File: src/i2cms_pkg.sv
// Constants and types shared by the two-wire bus controller
package i2cms_pkg;

  localparam int          ADDR_W      = 8;
  localparam int          DATA_W      = 32;

  localparam logic [7:0]  OFF_CTRL    = 8'h00;
  localparam logic [7:0]  OFF_STAT    = 8'h04;
  localparam logic [7:0]  OFF_DATA    = 8'h08;
  localparam logic [7:0]  OFF_SADDR   = 8'h0c;
  localparam logic [7:0]  OFF_CFG     = 8'h10;

  localparam int          CTRL_EN_POS   = 7;
  localparam int          CTRL_IE_POS   = 6;
  localparam int          CTRL_MST_POS  = 5;
  localparam int          CTRL_TX_POS   = 4;
  localparam int          CTRL_ACK_SUPPRESS_POS = 3;
  localparam int          CTRL_REPEAT_START_CMD_POS = 2;
  localparam int          STAT_DONE_POS = 7;
  localparam int          STAT_HIT_POS  = 6;
  localparam int          STAT_BUSY_POS = 5;
  localparam int          STAT_ARB_POS  = 4;
  localparam int          STAT_SDIR_POS = 2;
  localparam int          STAT_IFL_POS  = 1;
  localparam int          STAT_ACKN_POS = 0;
  localparam int          CFG_GCEN_POS  = 7;

  localparam int          CLK_NS      = 10;
  localparam int          QTR_NS      = 2500;
  localparam int          QTR_CYC     = (QTR_NS + CLK_NS - 1) / CLK_NS;
  localparam logic [7:0]  QTR_LAST    = 8'(QTR_CYC - 1);
  localparam logic [6:0]  SADDR_RST   = 7'h00;
  localparam logic [6:0]  GCALL_ADDR  = 7'h00;
  localparam logic [3:0]  BITS_BYTE   = 4'h8;

  typedef enum logic [9:0] {
    ST_IDLE   = 10'h001,
    ST_MSTART = 10'h002,
    ST_MHOLD  = 10'h004,
    ST_MBIT   = 10'h008,
    ST_MSTOP  = 10'h010,
    ST_MRSTA  = 10'h020,
    ST_SRX    = 10'h040,
    ST_SACK   = 10'h080,
    ST_SHOLD  = 10'h100,
    ST_STX    = 10'h200
  } i2cms_fsm_t;

  typedef struct packed {
    logic       en;
    logic       ie;
    logic       master_select;
    logic       tx;
    logic       ack_suppress;
    logic       repeat_start_cmd;
    logic [1:0] rsv;
  } i2cms_ctrl_t;

  typedef struct packed {
    logic done;
    logic hit;
    logic busy;
    logic arb_lost_flag;
    logic rsv;
    logic sdir;
    logic ifl;
    logic ack_n;
  } i2cms_stat_t;

  typedef struct packed {
    logic scl_o;
    logic scl_oe;
    logic sda_o;
    logic sda_oe;
  } i2cms_pins_t;

  typedef struct packed {
    i2cms_ctrl_t ctrl;
    i2cms_stat_t stat;
    logic [6:0]  saddr;
    logic        gcen;
    i2cms_fsm_t  st;
    logic [1:0]  ph;
    logic [3:0]  cnt;
    logic [7:0]  shift;
    logic [7:0]  rxd;
    logic        first;
    logic [7:0]  qcnt;
    logic        scl_s1;
    logic        scl_s2;
    logic        scl_s3;
    logic        sda_s1;
    logic        sda_s2;
    logic        sda_s3;
    i2cms_pins_t pins;
    logic        irq;
    logic [31:0] prdata;
    logic        pready;
    logic        pslverr;
  } i2cms_state_t;

  localparam i2cms_ctrl_t  CTRL_RST = 8'h00;
  localparam i2cms_stat_t  STAT_RST = 8'h80;
  localparam i2cms_pins_t  PINS_RST = 4'h0;

  localparam i2cms_state_t STATE_RST = '{
    ctrl: CTRL_RST, stat: STAT_RST, saddr: SADDR_RST, gcen: 1'b0, st: ST_IDLE,
    ph: 2'h0, cnt: 4'h0, shift: 8'h00, rxd: 8'h00, first: 1'b0, qcnt: 8'h00,
    scl_s1: 1'b1, scl_s2: 1'b1, scl_s3: 1'b1, sda_s1: 1'b1, sda_s2: 1'b1,
    sda_s3: 1'b1, pins: PINS_RST, irq: 1'b0, prdata: 32'h0000_0000,
    pready: 1'b0, pslverr: 1'b0};

endpackage

File: src/i2cms_ctrl.sv
// Two-wire bus master/slave controller with APB register access
//
// The register offsets and the APB interface to the registers are this design's own decisions.
`timescale 1ns/10ps
module i2cms_ctrl (
  input  wire logic                          pclk,
  input  wire logic                          presetn,
  input  wire logic                          psel,
  input  wire logic                          penable,
  input  wire logic                          pwrite,
  input  wire logic [i2cms_pkg::ADDR_W-1:0]  paddr,
  input  wire logic [i2cms_pkg::DATA_W-1:0]  pwdata,
  output wire logic [i2cms_pkg::DATA_W-1:0]  prdata,
  output wire logic                          pready,
  output wire logic                          pslverr,
  input  wire logic                          scl_i,
  input  wire logic                          sda_i,
  output wire i2cms_pkg::i2cms_pins_t        pins,
  output wire logic                          irq
);
  import i2cms_pkg::*;

  i2cms_state_t s;
  i2cms_state_t n;
  logic         tick;
  logic         scl_rise;
  logic         scl_fall;
  logic         start_det;
  logic         stop_det;
  logic         acc;
  logic         wr;
  logic         rd;
  logic         mstate;

  // Marks a lost arbitration and drops off the bus without a stop
  function automatic i2cms_state_t lose_arb(input i2cms_state_t x);
    x.stat.arb_lost_flag    = 1'b1;
    x.stat.ifl     = 1'b1;
    x.ctrl.master_select     = 1'b0;
    x.pins.scl_oe  = 1'b0;
    x.pins.sda_oe  = 1'b0;
    x.st           = ST_IDLE;
    return x;
  endfunction

  assign tick      = (s.qcnt == QTR_LAST);
  assign scl_rise  = s.scl_s2 & ~s.scl_s3;
  assign scl_fall  = ~s.scl_s2 & s.scl_s3;
  assign start_det = s.scl_s2 & s.scl_s3 & s.sda_s3 & ~s.sda_s2;
  assign stop_det  = s.scl_s2 & s.scl_s3 & ~s.sda_s3 & s.sda_s2;
  assign acc       = psel & penable & s.pready;
  assign wr        = acc & pwrite;
  assign rd        = acc & ~pwrite;
  assign mstate    = s.st inside {ST_MSTART, ST_MHOLD, ST_MBIT, ST_MSTOP, ST_MRSTA};

  always_comb begin
    n = s;
    n.scl_s1 = scl_i;
    n.scl_s2 = s.scl_s1;
    n.scl_s3 = s.scl_s2;
    n.sda_s1 = sda_i;
    n.sda_s2 = s.sda_s1;
    n.sda_s3 = s.sda_s2;
    n.qcnt   = tick ? 8'h00 : s.qcnt + 8'h01;

    // Bus monitor
    if (start_det) begin
      n.stat.busy = 1'b1;
    end else if (stop_det) begin
      n.stat.busy = 1'b0;
    end

    // APB answer: one wait state, data and error prepared with pready
    n.pready  = 1'b0;
    n.pslverr = 1'b0;
    if (psel && penable && !s.pready) begin
      n.pready = 1'b1;
      n.prdata = 32'h0000_0000;
      case (paddr)
        OFF_CTRL:  n.prdata[7:0] = {s.ctrl[7:3], 3'h0};
        OFF_STAT:  n.prdata[7:0] = s.stat;
        OFF_DATA:  n.prdata[7:0] = s.rxd;
        OFF_SADDR: n.prdata[7:0] = {s.saddr, 1'b0};
        OFF_CFG:   n.prdata[CFG_GCEN_POS] = s.gcen;
        default:   n.pslverr = 1'b1;
      endcase
    end

    // Register writes and data-port side effects
    if (wr && paddr == OFF_CTRL) begin
      n.stat.hit     = 1'b0;
      n.ctrl         = i2cms_ctrl_t'(pwdata[7:0]);
      n.ctrl.repeat_start_cmd    = 1'b0;
      n.ctrl.rsv     = 2'h0;
      if (pwdata[CTRL_MST_POS] && !s.ctrl.master_select) begin
        if (s.st == ST_IDLE && !s.stat.busy && pwdata[CTRL_EN_POS]) begin
          n.st    = ST_MSTART;
          n.ph    = 2'h0;
          n.first = 1'b1;
        end else begin
          n = lose_arb(n);
        end
      end
      if (pwdata[CTRL_REPEAT_START_CMD_POS] && s.ctrl.master_select && pwdata[CTRL_MST_POS]) begin
        if (s.st == ST_MHOLD) begin
          n.st = ST_MRSTA;
          n.ph = 2'h0;
        end else begin
          n = lose_arb(n);
        end
      end
    end
    if (wr && paddr == OFF_STAT) begin
      if (pwdata[STAT_ARB_POS]) begin
        n.stat.arb_lost_flag = 1'b0;
      end
      if (pwdata[STAT_IFL_POS]) begin
        n.stat.ifl = 1'b0;
      end
    end
    if (wr && paddr == OFF_SADDR) begin
      n.saddr = pwdata[7:1];
    end
    if (wr && paddr == OFF_CFG) begin
      n.gcen = pwdata[CFG_GCEN_POS];
    end
    if (wr && paddr == OFF_DATA && s.ctrl.tx) begin
      n.stat.done = 1'b0;
      n.shift     = pwdata[7:0];
      if (s.st == ST_MHOLD) begin
        n.st  = ST_MBIT;
        n.ph  = 2'h0;
        n.cnt = 4'h0;
      end else if (s.st == ST_SHOLD) begin
        n.st          = ST_STX;
        n.cnt         = 4'h0;
        n.pins.sda_oe = ~pwdata[7];
        n.pins.scl_oe = 1'b0;
      end
    end
    if (rd && paddr == OFF_DATA && !s.ctrl.tx) begin
      n.stat.done = 1'b0;
      if (s.st == ST_MHOLD) begin
        n.st  = ST_MBIT;
        n.ph  = 2'h0;
        n.cnt = 4'h0;
      end else if (s.st == ST_SHOLD) begin
        n.st          = ST_SRX;
        n.first       = 1'b0;
        n.cnt         = 4'h0;
        n.pins.scl_oe = 1'b0;
      end
    end

    // Bus engine
    case (s.st)
      ST_IDLE: begin
      end
      ST_MSTART: begin
        if (tick) begin
          case (s.ph)
            2'h0: begin
              n.pins.sda_oe = 1'b1;
              n.ph          = 2'h1;
            end
            2'h1: n.ph = 2'h2;
            default: begin
              n.pins.scl_oe = 1'b1;
              n.st          = ST_MHOLD;
            end
          endcase
        end
      end
      ST_MHOLD: begin
        if (!s.ctrl.master_select) begin
          n.st = ST_MSTOP;
          n.ph = 2'h0;
        end
      end
      ST_MBIT: begin
        if (tick) begin
          case (s.ph)
            2'h0: begin
              if (s.cnt == BITS_BYTE) begin
                n.pins.sda_oe = s.ctrl.tx ? 1'b0 : ~s.ctrl.ack_suppress;
              end else begin
                n.pins.sda_oe = s.ctrl.tx ? ~s.shift[7] : 1'b0;
              end
              n.ph = 2'h1;
            end
            2'h1: begin
              n.pins.scl_oe = 1'b0;
              n.ph          = 2'h2;
            end
            2'h2: begin
              if (s.scl_s2) begin
                n.ph = 2'h3;
                if (s.cnt == BITS_BYTE) begin
                  if (s.ctrl.tx) begin
                    n.stat.ack_n = s.sda_s2;
                  end
                end else begin
                  n.shift = {s.shift[6:0], s.sda_s2};
                  if (s.ctrl.tx && s.shift[7] && !s.sda_s2) begin
                    n = lose_arb(n);
                    if (s.first) begin
                      n.st  = ST_SRX;
                      n.cnt = s.cnt + 4'h1;
                    end
                  end
                end
              end
            end
            default: begin
              n.pins.scl_oe = 1'b1;
              n.ph          = 2'h0;
              if (s.cnt == BITS_BYTE) begin
                n.stat.done   = 1'b1;
                n.stat.ifl    = 1'b1;
                n.pins.sda_oe = 1'b0;
                n.first       = 1'b0;
                n.st          = ST_MHOLD;
                if (!s.ctrl.tx) begin
                  n.rxd = s.shift;
                end
              end else begin
                n.cnt = s.cnt + 4'h1;
              end
            end
          endcase
        end
      end
      ST_MSTOP: begin
        if (tick) begin
          case (s.ph)
            2'h0: begin
              n.pins.sda_oe = 1'b1;
              n.ph          = 2'h1;
            end
            2'h1: begin
              n.pins.scl_oe = 1'b0;
              n.ph          = 2'h2;
            end
            default: begin
              if (s.scl_s2) begin
                n.pins.sda_oe = 1'b0;
                n.st          = ST_IDLE;
              end
            end
          endcase
        end
      end
      ST_MRSTA: begin
        if (tick) begin
          case (s.ph)
            2'h0: begin
              n.pins.sda_oe = 1'b0;
              n.ph          = 2'h1;
            end
            2'h1: begin
              n.pins.scl_oe = 1'b0;
              n.ph          = 2'h2;
            end
            2'h2: begin
              if (s.scl_s2) begin
                n.pins.sda_oe = 1'b1;
                n.ph          = 2'h3;
              end
            end
            default: begin
              n.pins.scl_oe = 1'b1;
              n.first       = 1'b1;
              n.st          = ST_MHOLD;
            end
          endcase
        end
      end
      ST_SRX: begin
        if (scl_rise && s.cnt != BITS_BYTE) begin
          n.shift = {s.shift[6:0], s.sda_s2};
          n.cnt   = s.cnt + 4'h1;
        end else if (scl_fall && s.cnt == BITS_BYTE) begin
          if (s.first) begin
            if (s.shift[7:1] == s.saddr || (s.gcen && s.shift[7:1] == GCALL_ADDR)) begin
              n.stat.hit    = 1'b1;
              n.stat.sdir   = s.shift[0];
              n.rxd         = s.shift;
              n.stat.ifl    = 1'b1;
              n.stat.done   = 1'b1;
              n.pins.sda_oe = 1'b1;
              n.st          = ST_SACK;
            end else begin
              n.st = ST_IDLE;
            end
          end else begin
            n.rxd         = s.shift;
            n.stat.done   = 1'b1;
            n.stat.ifl    = 1'b1;
            n.pins.sda_oe = ~s.ctrl.ack_suppress;
            n.st          = ST_SACK;
          end
        end
      end
      ST_SACK: begin
        if (scl_fall) begin
          n.pins.sda_oe = 1'b0;
          n.pins.scl_oe = 1'b1;
          n.cnt         = 4'h0;
          n.st          = ST_SHOLD;
        end
      end
      ST_SHOLD: begin
      end
      ST_STX: begin
        if (scl_rise && s.cnt == BITS_BYTE) begin
          n.stat.ack_n = s.sda_s2;
          n.stat.done  = 1'b1;
          n.stat.ifl   = 1'b1;
        end else if (scl_fall) begin
          if (s.cnt == BITS_BYTE) begin
            n.pins.scl_oe = ~s.stat.ack_n;
            n.st          = s.stat.ack_n ? ST_IDLE : ST_SHOLD;
          end else begin
            n.cnt         = s.cnt + 4'h1;
            n.shift       = {s.shift[6:0], 1'b0};
            n.pins.sda_oe = (s.cnt < 4'h7) ? ~s.shift[6] : 1'b0;
          end
        end
      end
      default: n.st = ST_IDLE;
    endcase

    // Slave side follows starts and stops made by other masters
    if (!mstate && start_det) begin
      n.st          = ST_SRX;
      n.first       = 1'b1;
      n.cnt         = 4'h0;
      n.pins.scl_oe = 1'b0;
      n.pins.sda_oe = 1'b0;
    end else if (!mstate && stop_det) begin
      n.st          = ST_IDLE;
      n.pins.scl_oe = 1'b0;
      n.pins.sda_oe = 1'b0;
    end

    if (!n.ctrl.en) begin
      n.st          = ST_IDLE;
      n.ctrl.master_select    = 1'b0;
      n.pins.scl_oe = 1'b0;
      n.pins.sda_oe = 1'b0;
    end
    n.pins.scl_o = 1'b0;
    n.pins.sda_o = 1'b0;
    n.irq        = n.ctrl.ie & n.stat.ifl;
  end

  always_ff @(posedge pclk or negedge presetn) begin
    if (!presetn) begin
      s <= STATE_RST;
    end else begin
      s <= n;
    end
  end

  assign prdata  = s.prdata;
  assign pready  = s.pready;
  assign pslverr = s.pslverr;
  assign pins    = s.pins;
  assign irq     = s.irq;

endmodule

File: config.mk
export PLATFORM = sky130hd
export DESIGN_NAME = i2cms_ctrl
export DESIGN_NICKNAME = d
export VERILOG_FILES = /design/src/i2cms_pkg.sv /design/src/i2cms_ctrl.sv
export SDC_FILE = /design/constraint.sdc
export NUM_CORES = 1
export LEC_CHECK = 0
export BUFFER_PORTS_ARGS = -buffer_cell sky130_fd_sc_hd__buf_4
export CAP_MARGIN = 10
export CORE_MARGIN = 3
export CORE_UTILIZATION = 55
export CTS_CLUSTER_SIZE = 25
export DETAILED_ROUTE_END_ITERATION = 12
export HOLD_SLACK_MARGIN = 0.06
export PLACE_DENSITY = 0.77
export SLEW_MARGIN = 0
export SYNTH_ARGS = -nofsm -noshare
export SYNTH_HDL_FRONTEND = slang
export SYNTH_SLANG_ARGS = --single-unit
File: constraint.sdc
create_clock -name pclk -period 5.4 [get_ports pclk]
set_input_delay 0.54 -clock pclk [delete_from_list [all_inputs] [get_ports pclk]]
set_output_delay 0.54 -clock pclk [all_outputs]
set_load 0.01 [all_outputs]
==> flow_summary_export.csv, run 1 <==
group,metric,value,unit
run_status,status,"completed",
logic_synthesis,yosysWarnings,0,
setup_path,max_stage_delay,880,ps
setup_path,crit_arrival,3480,ps
timing,skew,9.89,ps
setup_path,crit_buf_inv,0,
routing,first_iter_violations,616,
pwr,leakagePower,2.52,nW
floorplanning,rows,36,
floorplanning,die_x,108,um
placement,gp_congestion,0.983,
floorplanning,die_height,108,um
timing,timing.fmax,310,MHz
timing,finalSetupTns,0,ps
logic_synthesis,syn_avg_cell_area,8.52,sq um
final_layout,num-fill-cells,841,
pwr,power_frac_seq,50.2,%
timing,finalSetupViolations,0,
grt,grt_max_degree,81,
clock_network,clock_latency,380,ps
logic_synthesis,synth_top_family_by_area,"simple AND/OR/NAND/NOR gates",
floorplanning,start_util,57.5,%
worst_hold_path,worst_hold_path_type,"input pin to flop",
pwr,irDropWorstVdd,0.000166,V
placement,dpl_worst_slack,2270,ps
logic_synthesis,synth-seq-cells,80,
clock_network,htreeDepth,3,
clock_network,cts_root_buf,"clkbuf_8",
timing,max-slew-margin-rel,19.9,%
pwr,p_sw_share,26.4,%
timing,rsz0062_at_grt,"false",
pwr,clockPowerShare,44.2,%
setup_path,crit_top_cell,"o31ai_1",
pwr,internal_power,0.000898,W
final_layout,area_delta_synth_final,5.78,%
clock_network,numClockSinks,80,
setup_path,critical_path_class,"flop to flop",
clock_network,cts_hold_buf,0,
timing,finalWorstSetupSlack,2180,ps
setup_path,critPathCaptureType,"flop",
floorplanning,core-area,9910,sq um
final_layout,drive_gt1_share,16.5,%
timing,slew_viol_final,0,
logic_synthesis,synthMuxAreaShare,6.75,%
routing,ant_nets,0,
final_layout,fin_nets,717,
logic_synthesis,async_reset_ff_share,100,%
clock_network,postCtsResizedCells,0,
logic_synthesis,yosysSeqAreaShare,35.3,%
setup_path,cp_top_family,"compound AO/OA/AOI/OAI gates",
grt,antenna_found_initial,0,
clock_network,cts_setup_buffers,0,
pwr,p_switching,0.000322,W
pwr,p_total,0.00122,W
final_layout,diodes,0,
grt,track_usage,29.6,%
final_layout,finalNonFillerCells,804,
logic_synthesis,synth_edf_count,0,
clock_network,tritoncts,"yes",
placement,post-place-cells,788,
logic_synthesis,synth_xor_area_share,2.77,%
clock_network,numCtsBuffers,9,
setup_path,worstSetupStartpointType,"flop",
pwr,p_comb_share,5.6,%
routing,wl_per_cell,20.7,um
logic_synthesis,synth_compound_area_share,17.9,%
grt,grt_pass1_vias,4866,
logic_synthesis,synthCells,668,
timing,timing.final.crit_period,3220,ps
grt,grt_pass1_wl,26600,um
setup_path,slowest_stage,"a211oi_2",
setup_path,worstPathMaxFanout,11,
logic_synthesis,synth-simple-area-share,27.6,%
flow_run,maxCapViolCount,0,
floorplanning,ios,86,
routing,drc_errors,0,
floorplanning,fp.dieArea,11600,sq um
logic_synthesis,ys.flop_type,"dfrtp_1",
clock_network,cts.path.max_buffers,2,
setup_path,crit_chain,"nor4_1, nand4b_1, a211oi_2, nand2b_1, o31ai_1, o31ai_1, a21boi_0",
routing,drt_first_pass_iters,9,
logic_synthesis,synthAdderAreaFrac,0.879,%
routing,dr_total_vias,5215,
clock_network,cts.clk_slew.worst_paths,100,ps
logic_synthesis,ys_types,81,
logic_synthesis,mappedNetlistArea,5690,sq um
timing,hold_viol_final,0,
timing,fin_crit_sh,59.7,%
grt,grt-ovfl-total,0,
setup_path,cp.required,5660,ps
placement,portBuffers,35,
pwr,powerDensity,202,nW/um^2
routing,drt-total-wl,16700,um
placement,dp_hpwl,12200,um
routing,vias_per_cell,6.49,
timing,worstMarginPinSlew,1200,ps
[metal layers]
layer	track usage [%]	up-vias	wire, um
met5	0	-	0
met4	10.8	0	434
met3	5.82	38	1390
met2	43.6	266	7560
met1	43.1	2544	7260
li1	-	2367	-
[cells in the mapped netlist (4+ instances only)]
cell      instances  area, sq um
o21a_1            6         45.0
buf_2             7         35.0
nor2_1           36          135
xor2_1            6         52.6
dfrtp_1          72         1800
nor2b_1           6         37.5
buf_4            37          278
nor3_1           15         75.1
and4b_1           6         60.1
dfstp_2           8          210
nand4_1          11         68.8
nand2_1         105          394
ha_1              4         50.1
nor3b_1           5         37.5
xnor2_1          12          105
mux4_2            4         90.1
clkbuf_1         29          109
nor4_1           10         62.6
a21oi_1          41          205
nand3b_1          5         37.5
a31oi_1           8         50.1
o21ai_0          43          215
mux2i_1           8         80.1
or4_1             5         37.5
nand3_1          26          130
o22ai_1           5         31.3
inv_1            13         48.8
and4_1            7         61.3
nand2b_1          5         31.3
or3_1             6         37.5
and3_1            7         43.8
and2_1            4         25.0
mux2_2           19          214
a22oi_1          10         75.1
o31ai_1          10         75.1
[cell usage in the layout, fill, tap and decap left out, types with 9 or more instances in the layout]
| master | n |
|---|---|
| a21oi_1 | 41 |
| mux2_2 | 19 |
| nor3_1 | 15 |
| nand2_1 | 105 |
| nand4_1 | 11 |
| conb_1 | 26 |
| xnor2_1 | 12 |
| a22oi_1 | 10 |
| o31ai_1 | 10 |
| nand3_1 | 26 |
| dfrtp_1 | 72 |
| o21ai_0 | 43 |
| nor2_1 | 36 |
| inv_1 | 13 |
| nor4_1 | 10 |
| clkbuf_8 | 9 |
| buf_4 | 38 |
[final timing paths]
path                                  from  slack, ps               end  depth (start not counted)
max                        s[82]$_DFF_PN0_       2180   s[71]$_DFF_PN0_                          7
min                                  sda_i        260   s[41]$_DFF_PN1_                          1
max reg2reg                s[82]$_DFF_PN0_       2180   s[71]$_DFF_PN0_                          7
min reg2reg                s[41]$_DFF_PN1_        360   s[40]$_DFF_PN1_                          0
max in group asynchronous          presetn       4390  pready$_DFF_PN0_                          1
min in group asynchronous          presetn        330   s[78]$_DFF_PN0_                          1
[power groups by stage]
stage                     logic [W]  registers [W]  clock network [W]
after floorplan           0.0000479       0.000620                  0
final                     0.0000684       0.000612           0.000538
after CTS                 0.0000681       0.000612           0.000540
after detailed placement  0.0000679       0.000623                  0
after global placement    0.0000668       0.000623                  0
after global routing      0.0000755       0.000613           0.000561
[through the flow]
step	area, sq um	util (%)	hold slack, ps
after detailed placement	5790	58.4	347
after floorplan	5790	-	244
final	6020	60.8	264
after global routing	6020	60.8	258
after global placement	5790	58.4	346
after CTS	6020	60.8	256
[cell families after synthesis]
| logic type | Yosys count |
|---|---|
| simple gates | 286 |
| compound gates | 159 |
| buf+inv | 89 |
| flops | 80 |
| mux | 31 |
| xor+xnor | 18 |
| fa+ha+maj | 4 |
| other cells | 1 |
[cell type report]
type                            count  area [sq um]  share of cell area [%]
Multi-Input combinational cell    524          3280                    54.4
Sequential cell                    80          2010                    33.4
Timing Repair Buffer               38           285                    4.74
Tap cell                          133           166                    2.76
Clock buffer                        9           124                    2.06
Clock inverter                      7           108                    1.79
Inverter                           13          48.8                   0.810
[sequential cells by signal, indices dropped and copies added (netlist names)]
signal,flops
pslverr,1
irq,1
pready,1
s,67
pins,2
prdata,8
(Power assumes the default switching activity.)
==> inputs of run 2 (changes only) <==
Clock period 5.4 ns to 3.3 ns, I/O delays scaled along.
==> run 2 against run 1 <==
  * Routed wire length barely moved
  * Non-clock buffer count up 17
  * Via count is 1.1% higher
  * Clock-buffer cell count did not move
  * Global-route usage up 0.27 points
  * Die area stayed put
  * Register-to-register slack got worse by 1700 ps
  * Hold slack worse by 160 ps
  * Critical endpoint is now s[81]$_DFF_PN0_
  * Highest routed layer unchanged
==> flow_summary_export.csv, run 2 (synthesis results as in run 1) <==
group,metric,value,unit
placement,dp_hpwl,12100,um
final_layout,most-common-layout-cells,"105 x nand2_1, 72 x dfrtp_1, 53 x buf_4, 43 x o21ai_0, 41 x a21oi_1",
pwr,leakagePower,2.65,nW
routing,vias_per_cell,6.42,
floorplanning,fp.dieArea,11600,sq um
routing,dr_total_vias,5274,
setup_path,crit_arrival,3120,ps
timing,timing.fmax,353,MHz
timing,rsz0062_at_grt,"false",
timing,skew,14.2,ps
pwr,irDropWorstVdd,0.000302,V
setup_path,worstSetupStartpointType,"flop",
clock_network,numCtsBuffers,9,
grt,antenna_found_initial,0,
pwr,p_total,0.00212,W
final_layout,postLayoutCellArea,6200,sq um
routing,first_iter_violations,390,
grt,grt_pass1_wl,26800,um
clock_network,cts.path.max_buffers,2,
timing,slew_viol_final,0,
timing,hold_viol_final,0,
timing,timing.final.crit_period,2830,ps
timing,max-slew-margin-rel,31.8,%
timing,fin_hold_ws,108,ps
floorplanning,rows,36,
setup_path,critical_path_class,"flop to flop",
floorplanning,die_x,108,um
final_layout,finalNonFillerCells,821,
worst_hold_path,worst_hold_path_type,"input pin to async pin",
timing,finalSetupViolations,0,
floorplanning,start_util,57.5,%
routing,drt-total-wl,16700,um
routing,drt_first_pass_iters,8,
setup_path,cp.required,3590,ps
final_layout,layout_commonest_cell,"nand2_1",
routing,drc_errors,0,
placement,portBuffers,35,
clock_network,cts.clk_slew.worst_paths,100,ps
final_layout,area_delta_synth_final,8.97,%
clock_network,numClockSinks,80,
final_layout,diodes,0,
placement,gp_congestion,0.942,
final_layout,fin_nets,734,
placement,post_dp_cell_area,5900,sq um
floorplanning,ios,86,
clock_network,htreeDepth,3,
clock_network,tritoncts,"yes",
final_layout,largest_reg_flops,67,
routing,wl_per_cell,20.3,um
placement,post-place-cells,803,
flow_run,maxCapViolCount,0,
setup_path,worstPathMaxFanout,12,
pwr,powerDensity,342,nW/um^2
clock_network,cts_setup_buffers,0,
floorplanning,die_height,108,um
timing,worstMarginPinSlew,1020,ps
clock_network,clock_latency,370,ps
floorplanning,core-area,9910,sq um
run_status,status,"completed",
final_layout,drive_gt1_share,18.5,%
final_layout,num-fill-cells,841,
routing,ant_nets,0,
timing,fin_crit_sh,85.8,%
grt,grt-ovfl-total,0,
grt,grt_pass1_vias,5049,
grt,track_usage,29.9,%
final_layout,top_register,"s",
setup_path,worst_r2r_path_depth,7,
setup_path,critPathCaptureType,"flop",
grt,grt_max_degree,81,
timing,finalSetupTns,0,ps
clock_network,cts_root_buf,"clkbuf_8",
==> run 2: cell types whose count changed in the layout (fill, tap and decap cells not counted) <==
cell / delta
inv_8: -1
a32oi_2: +1
dlygate4sd3_1: +2
bufinv_16: +2
clkinvlp_4: -1
buf_4: +15
a32oi_1: -1
==> run 2: report_power, final <==
group          total, W  internal, W  leakage (nW)  switching (W)
clock           0.00100     0.000590         0.136       0.000414
sequential      0.00100     0.000990          1.01      0.0000121
combinational  0.000115    0.0000387          1.51      0.0000767
==> run 2: repair_timing <==
| action | in CTS | in global routing |
|---|---|---|
| resized for setup | 0 | 1 |
| setup endpoints to repair | 0 | 5 |
| hold endpoints to repair | 1 | 1 |
| hold buffers | 1 | 1 |
==> run 2: metal layers <==
metal  share of wire, %  routed length [um]  track usage, %
met1                 43                7190            42.9
met2                 45                7430            44.3
met3                8.9                1480            6.06
met4                3.3                 550            11.5
met5                  0                   0               0
==> run 2: stage by stage <==
step,worst slack [ps],utilization (%)
global placement,396,59.6
detailed placement,272,59.6
finish,470,62.6
global route,229,62.6
floorplan,923,-
CTS,241,62.4
==> run 2: path summary, 6_finish.rpt <==
path | endpoint | start | slack, ps
max | s[81]$_DFF_PN0_ | s[77]$_DFF_PN0_ | 470
min | s[74]$_DFF_PN0_ | presetn | 110
max reg2reg | s[81]$_DFF_PN0_ | s[77]$_DFF_PN0_ | 470
min reg2reg | s[43]$_DFF_PN1_ | s[44]$_DFF_PN1_ | 360
max in group asynchronous | s[70]$_DFF_PN0_ | presetn | 2500
min in group pclk | s[92]$_DFFE_PN0P_ | pwdata[6] | 230
==> run 2: cell type report <==
| cell class | count | area, sq um | share of cell area [%] |
|---|---|---|---|
| clock buffers | 9 | 124 | 2.00 |
| clock inverters | 7 | 149 | 2.40 |
| well taps | 133 | 166 | 2.68 |
| multi-input cells | 524 | 3290 | 53.0 |
| repair buffers | 55 | 418 | 6.74 |
| flip-flops and latches | 80 | 2010 | 32.4 |
| inverters | 13 | 48.8 | 0.786 |
==> run 2: worst max-delay path, cell delays in order, from the launching register on <==
cell and delay [ps]:
dfrtp_1 540, nor4_2 670, or4bb_1 620, or3b_2 240
a21oi_1 70, nor2_2 220, o31ai_2 180, nor3_2 190
==> inputs of run 3 (changes only) <==
Settings changed: ABC_AREA from default to 1, PLACE_DENSITY 0.77 to 0.78.
==> run 3 against run 2 <==
  * Routed wire length down 1.9%
  * Flip-flop and latch count unchanged
  * Hold slack better by 13 ps
  * Critical path depth up 3
  * Clock power down 32%
  * Clock-buffer cell count up 2
  * Clock skew about the same
  * Design area down 2.3%
  * Register-to-register slack better by 230 ps
  * Synthesized area down 0.90%
  * Utilization down 1.2 points
  * Combinational power about the same
==> flow_summary_export.csv, run 3 <==
group,metric,value,unit
pwr,leakagePower,3.05,nW
routing,dr_wl_met3,1590,um
routing,ant_nets,0,
timing,max-slew-margin-rel,34.6,%
setup_path,critPathCaptureType,"flop",
placement,dp_hpwl,12500,um
routing,top_layer,"met4",
floorplanning,core-area,9860,sq um
floorplanning,rows,36,
placement,gp_congestion,1.03,
logic_synthesis,synthCells,808,
final_layout,most-common-layout-cells,"203 x nand2_1, 102 x inv_1, 85 x nor2_1, 72 x dfrtp_1, 65 x o21ai_0",
logic_synthesis,synth_top_cell_by_area,"dfrtp_1",
routing,dr_total_vias,5726,
floorplanning,die_height,107,um
worst_hold_path,worst_hold_path_type,"input pin to async pin",
final_layout,top_register,"s",
setup_path,critical_path_class,"flop to flop",
setup_path,worstPathMaxFanout,15,
clock_network,cts.clk_slew.worst_paths,90,ps
clock_network,numClockSinks,80,
clock_network,numCtsBuffers,9,
timing,finalSetupTns,0,ps
logic_synthesis,async_reset_ff_share,100,%
final_layout,diodes,0,
clock_network,postCtsResizedCells,0,
logic_synthesis,synth_top_family_by_area,"simple AND/OR/NAND/NOR gates",
final_layout,drive_gt1_share,13.2,%
routing,first_iter_violations,607,
placement,portBuffers,35,
logic_synthesis,synth-seq-cells,80,
logic_synthesis,netlist_top_cells_area,"dfrtp_1 32%, nand2_1 14%, inv_1 6.8%",
final_layout,area_delta_synth_final,7.38,%
logic_synthesis,synth_xor_area_share,1.24,%
routing,drc_errors,0,
logic_synthesis,synth_compound_area_share,16.3,%
logic_synthesis,yosysSeqAreaShare,35.7,%
timing,slew_viol_final,0,
grt,grt_pass1_wl,26200,um
clock_network,cts_setup_buffers,0,
flow_run,maxCapViolCount,0,
logic_synthesis,synthMuxAreaShare,0.377,%
timing,finalSetupViolations,0,
pwr,irDropWorstVdd,0.000192,V
setup_path,worst_r2r_path_depth,10,
timing,fin_hold_ws,121,ps
clock_network,cts_root_buf,"clkbuf_8",
routing,drt_first_pass_iters,6,
timing,timing.final.crit_period,2600,ps
grt,grt-ovfl-total,0,
floorplanning,die_x,107,um
logic_synthesis,mappedNetlistArea,5640,sq um
logic_synthesis,synth_most_common_cell,"nand2_1",
timing,rsz0062_at_grt,"false",
setup_path,r2r-start,"s[70]$_DFF_PN0_",
logic_synthesis,synth_top_area_share,31.9,%
setup_path,startpoint,"s[70]$_DFF_PN0_",
timing,hold_viol_final,0,
setup_path,cp.required,3550,ps
grt,grt_max_degree,81,
clock_network,cts_hold_buf,2,
logic_synthesis,syn_avg_cell_area,6.98,sq um
routing,vias_per_cell,5.87,
timing,timing.fmax,384,MHz
routing,wl_per_cell,16.7,um
setup_path,worstSetupStartpointType,"flop",
routing,drt-total-wl,16300,um
clock_network,tritoncts,"yes",
logic_synthesis,yosysWarnings,0,
final_layout,layout_commonest_cell,"nand2_1",
final_layout,largest_reg_flops,67,
setup_path,endpoint,"s[65]$_DFF_PN0_",
setup_path,crit_arrival,2860,ps
clock_network,clock_latency,370,ps
clock_network,htreeDepth,3,
clock_network,cts.path.max_buffers,2,
routing,routedLengthMet1,6690,um
logic_synthesis,synthAdderAreaFrac,0.887,%
grt,track_usage,29.2,%
logic_synthesis,ys_types,56,
setup_path,reg2reg_to,"s[65]$_DFF_PN0_",
floorplanning,ios,86,
floorplanning,start_util,57.2,%
grt,antenna_found_initial,0,
routing,wl_met2,7520,um
timing,worstMarginPinSlew,981,ps
logic_synthesis,synthTopCellsByCount,"203 x nand2_1, 102 x inv_1, 85 x nor2_1",
final_layout,num-fill-cells,923,
final_layout,fin_nets,889,
logic_synthesis,synth-simple-area-share,32.2,%
setup_path,r2r_slack,700,ps
pwr,p_total,0.00179,W
logic_synthesis,ys.flop_type,"dfrtp_1",
timing,fin_crit_sh,78.9,%
logic_synthesis,synth_edf_count,0,
timing,skew,14.2,ps
floorplanning,fp.dieArea,11500,sq um
run_status,status,"completed",
grt,grt_pass1_vias,5263,
pwr,powerDensity,296,nW/um^2
-- run 3: worst min-delay path by stage --
stage | from | endpoint | slack (ps) | cells past startpoint
2_1_floorplan | presetn | irq$_DFF_PN0_ | 30 | 0
3_3_place_gp | s[41]$_DFF_PN1_ | s[40]$_DFF_PN1_ | 350 | 0
3_5_place_dp | s[41]$_DFF_PN1_ | s[40]$_DFF_PN1_ | 350 | 0
4_1_cts | presetn | s[57]$_DFFE_PN0P_ | 160 | 1
5_1_grt | presetn | prdata[2]$_DFFE_PN0P_ | 190 | 1
6_report | presetn | prdata[2]$_DFFE_PN0P_ | 120 | 1
-- run 3: cell type report --
cell class / count / area (sq um) / area share, %
Clock buffer: 11 / 131 / 2.17
Sequential cell: 80 / 2010 / 33.2
Tap cell: 133 / 166 / 2.75
Multi-Input combinational cell: 594 / 2970 / 49.1
Clock inverter: 5 / 42.5 / 0.702
Inverter: 112 / 420 / 6.94
Timing Repair Buffer: 41 / 313 / 5.16
-- run 3: critical path, stage by stage (launching register included) --
cell	delay (ps)
dfrtp_1	430
inv_1	100
ha_1	220
nand3_2	270
nand2_1	130
o21ai_0	570
nand2_1	190
nor2_2	270
inv_1	110
o211ai_1	90
o21ai_0	110
-- run 3: power breakdown --
part           leakage (nW)  switching [W]  internal, W
registers             0.976     0.00000779     0.000994
clock network        0.0841       0.000395     0.000281
logic                  1.99      0.0000791    0.0000352
-- run 3: cell families after synthesis --
kind of cell             Yosys count
AND/OR/NAND/NOR                  401
buffers and inverters            159
AO/OA/AOI/OAI                    153
flip-flops                        80
XOR/XNOR                           8
adder cells (fa/ha/maj)            4
multiplexers                       2
other                              1
-- run 3: routing by layer --
metal	global-route usage (%)	up-vias
met1	39.0	2655
met3	5.76	61
li1	-	2658
met4	10.9	0
met2	47.2	352
met5	0	-
-- run 3: metrics by stage --
step | instances | area, sq um | setup slack [ps] | util, %
detailed placement | 958 | 5870 | 800 | 59.5
finish | 976 | 6060 | 696 | 61.4
global route | 976 | 6060 | 520 | 61.4
floorplan | 833 | 5740 | 1400 | -
CTS | 976 | 6060 | 769 | 61.4
global placement | 958 | 5870 | 832 | 59.5
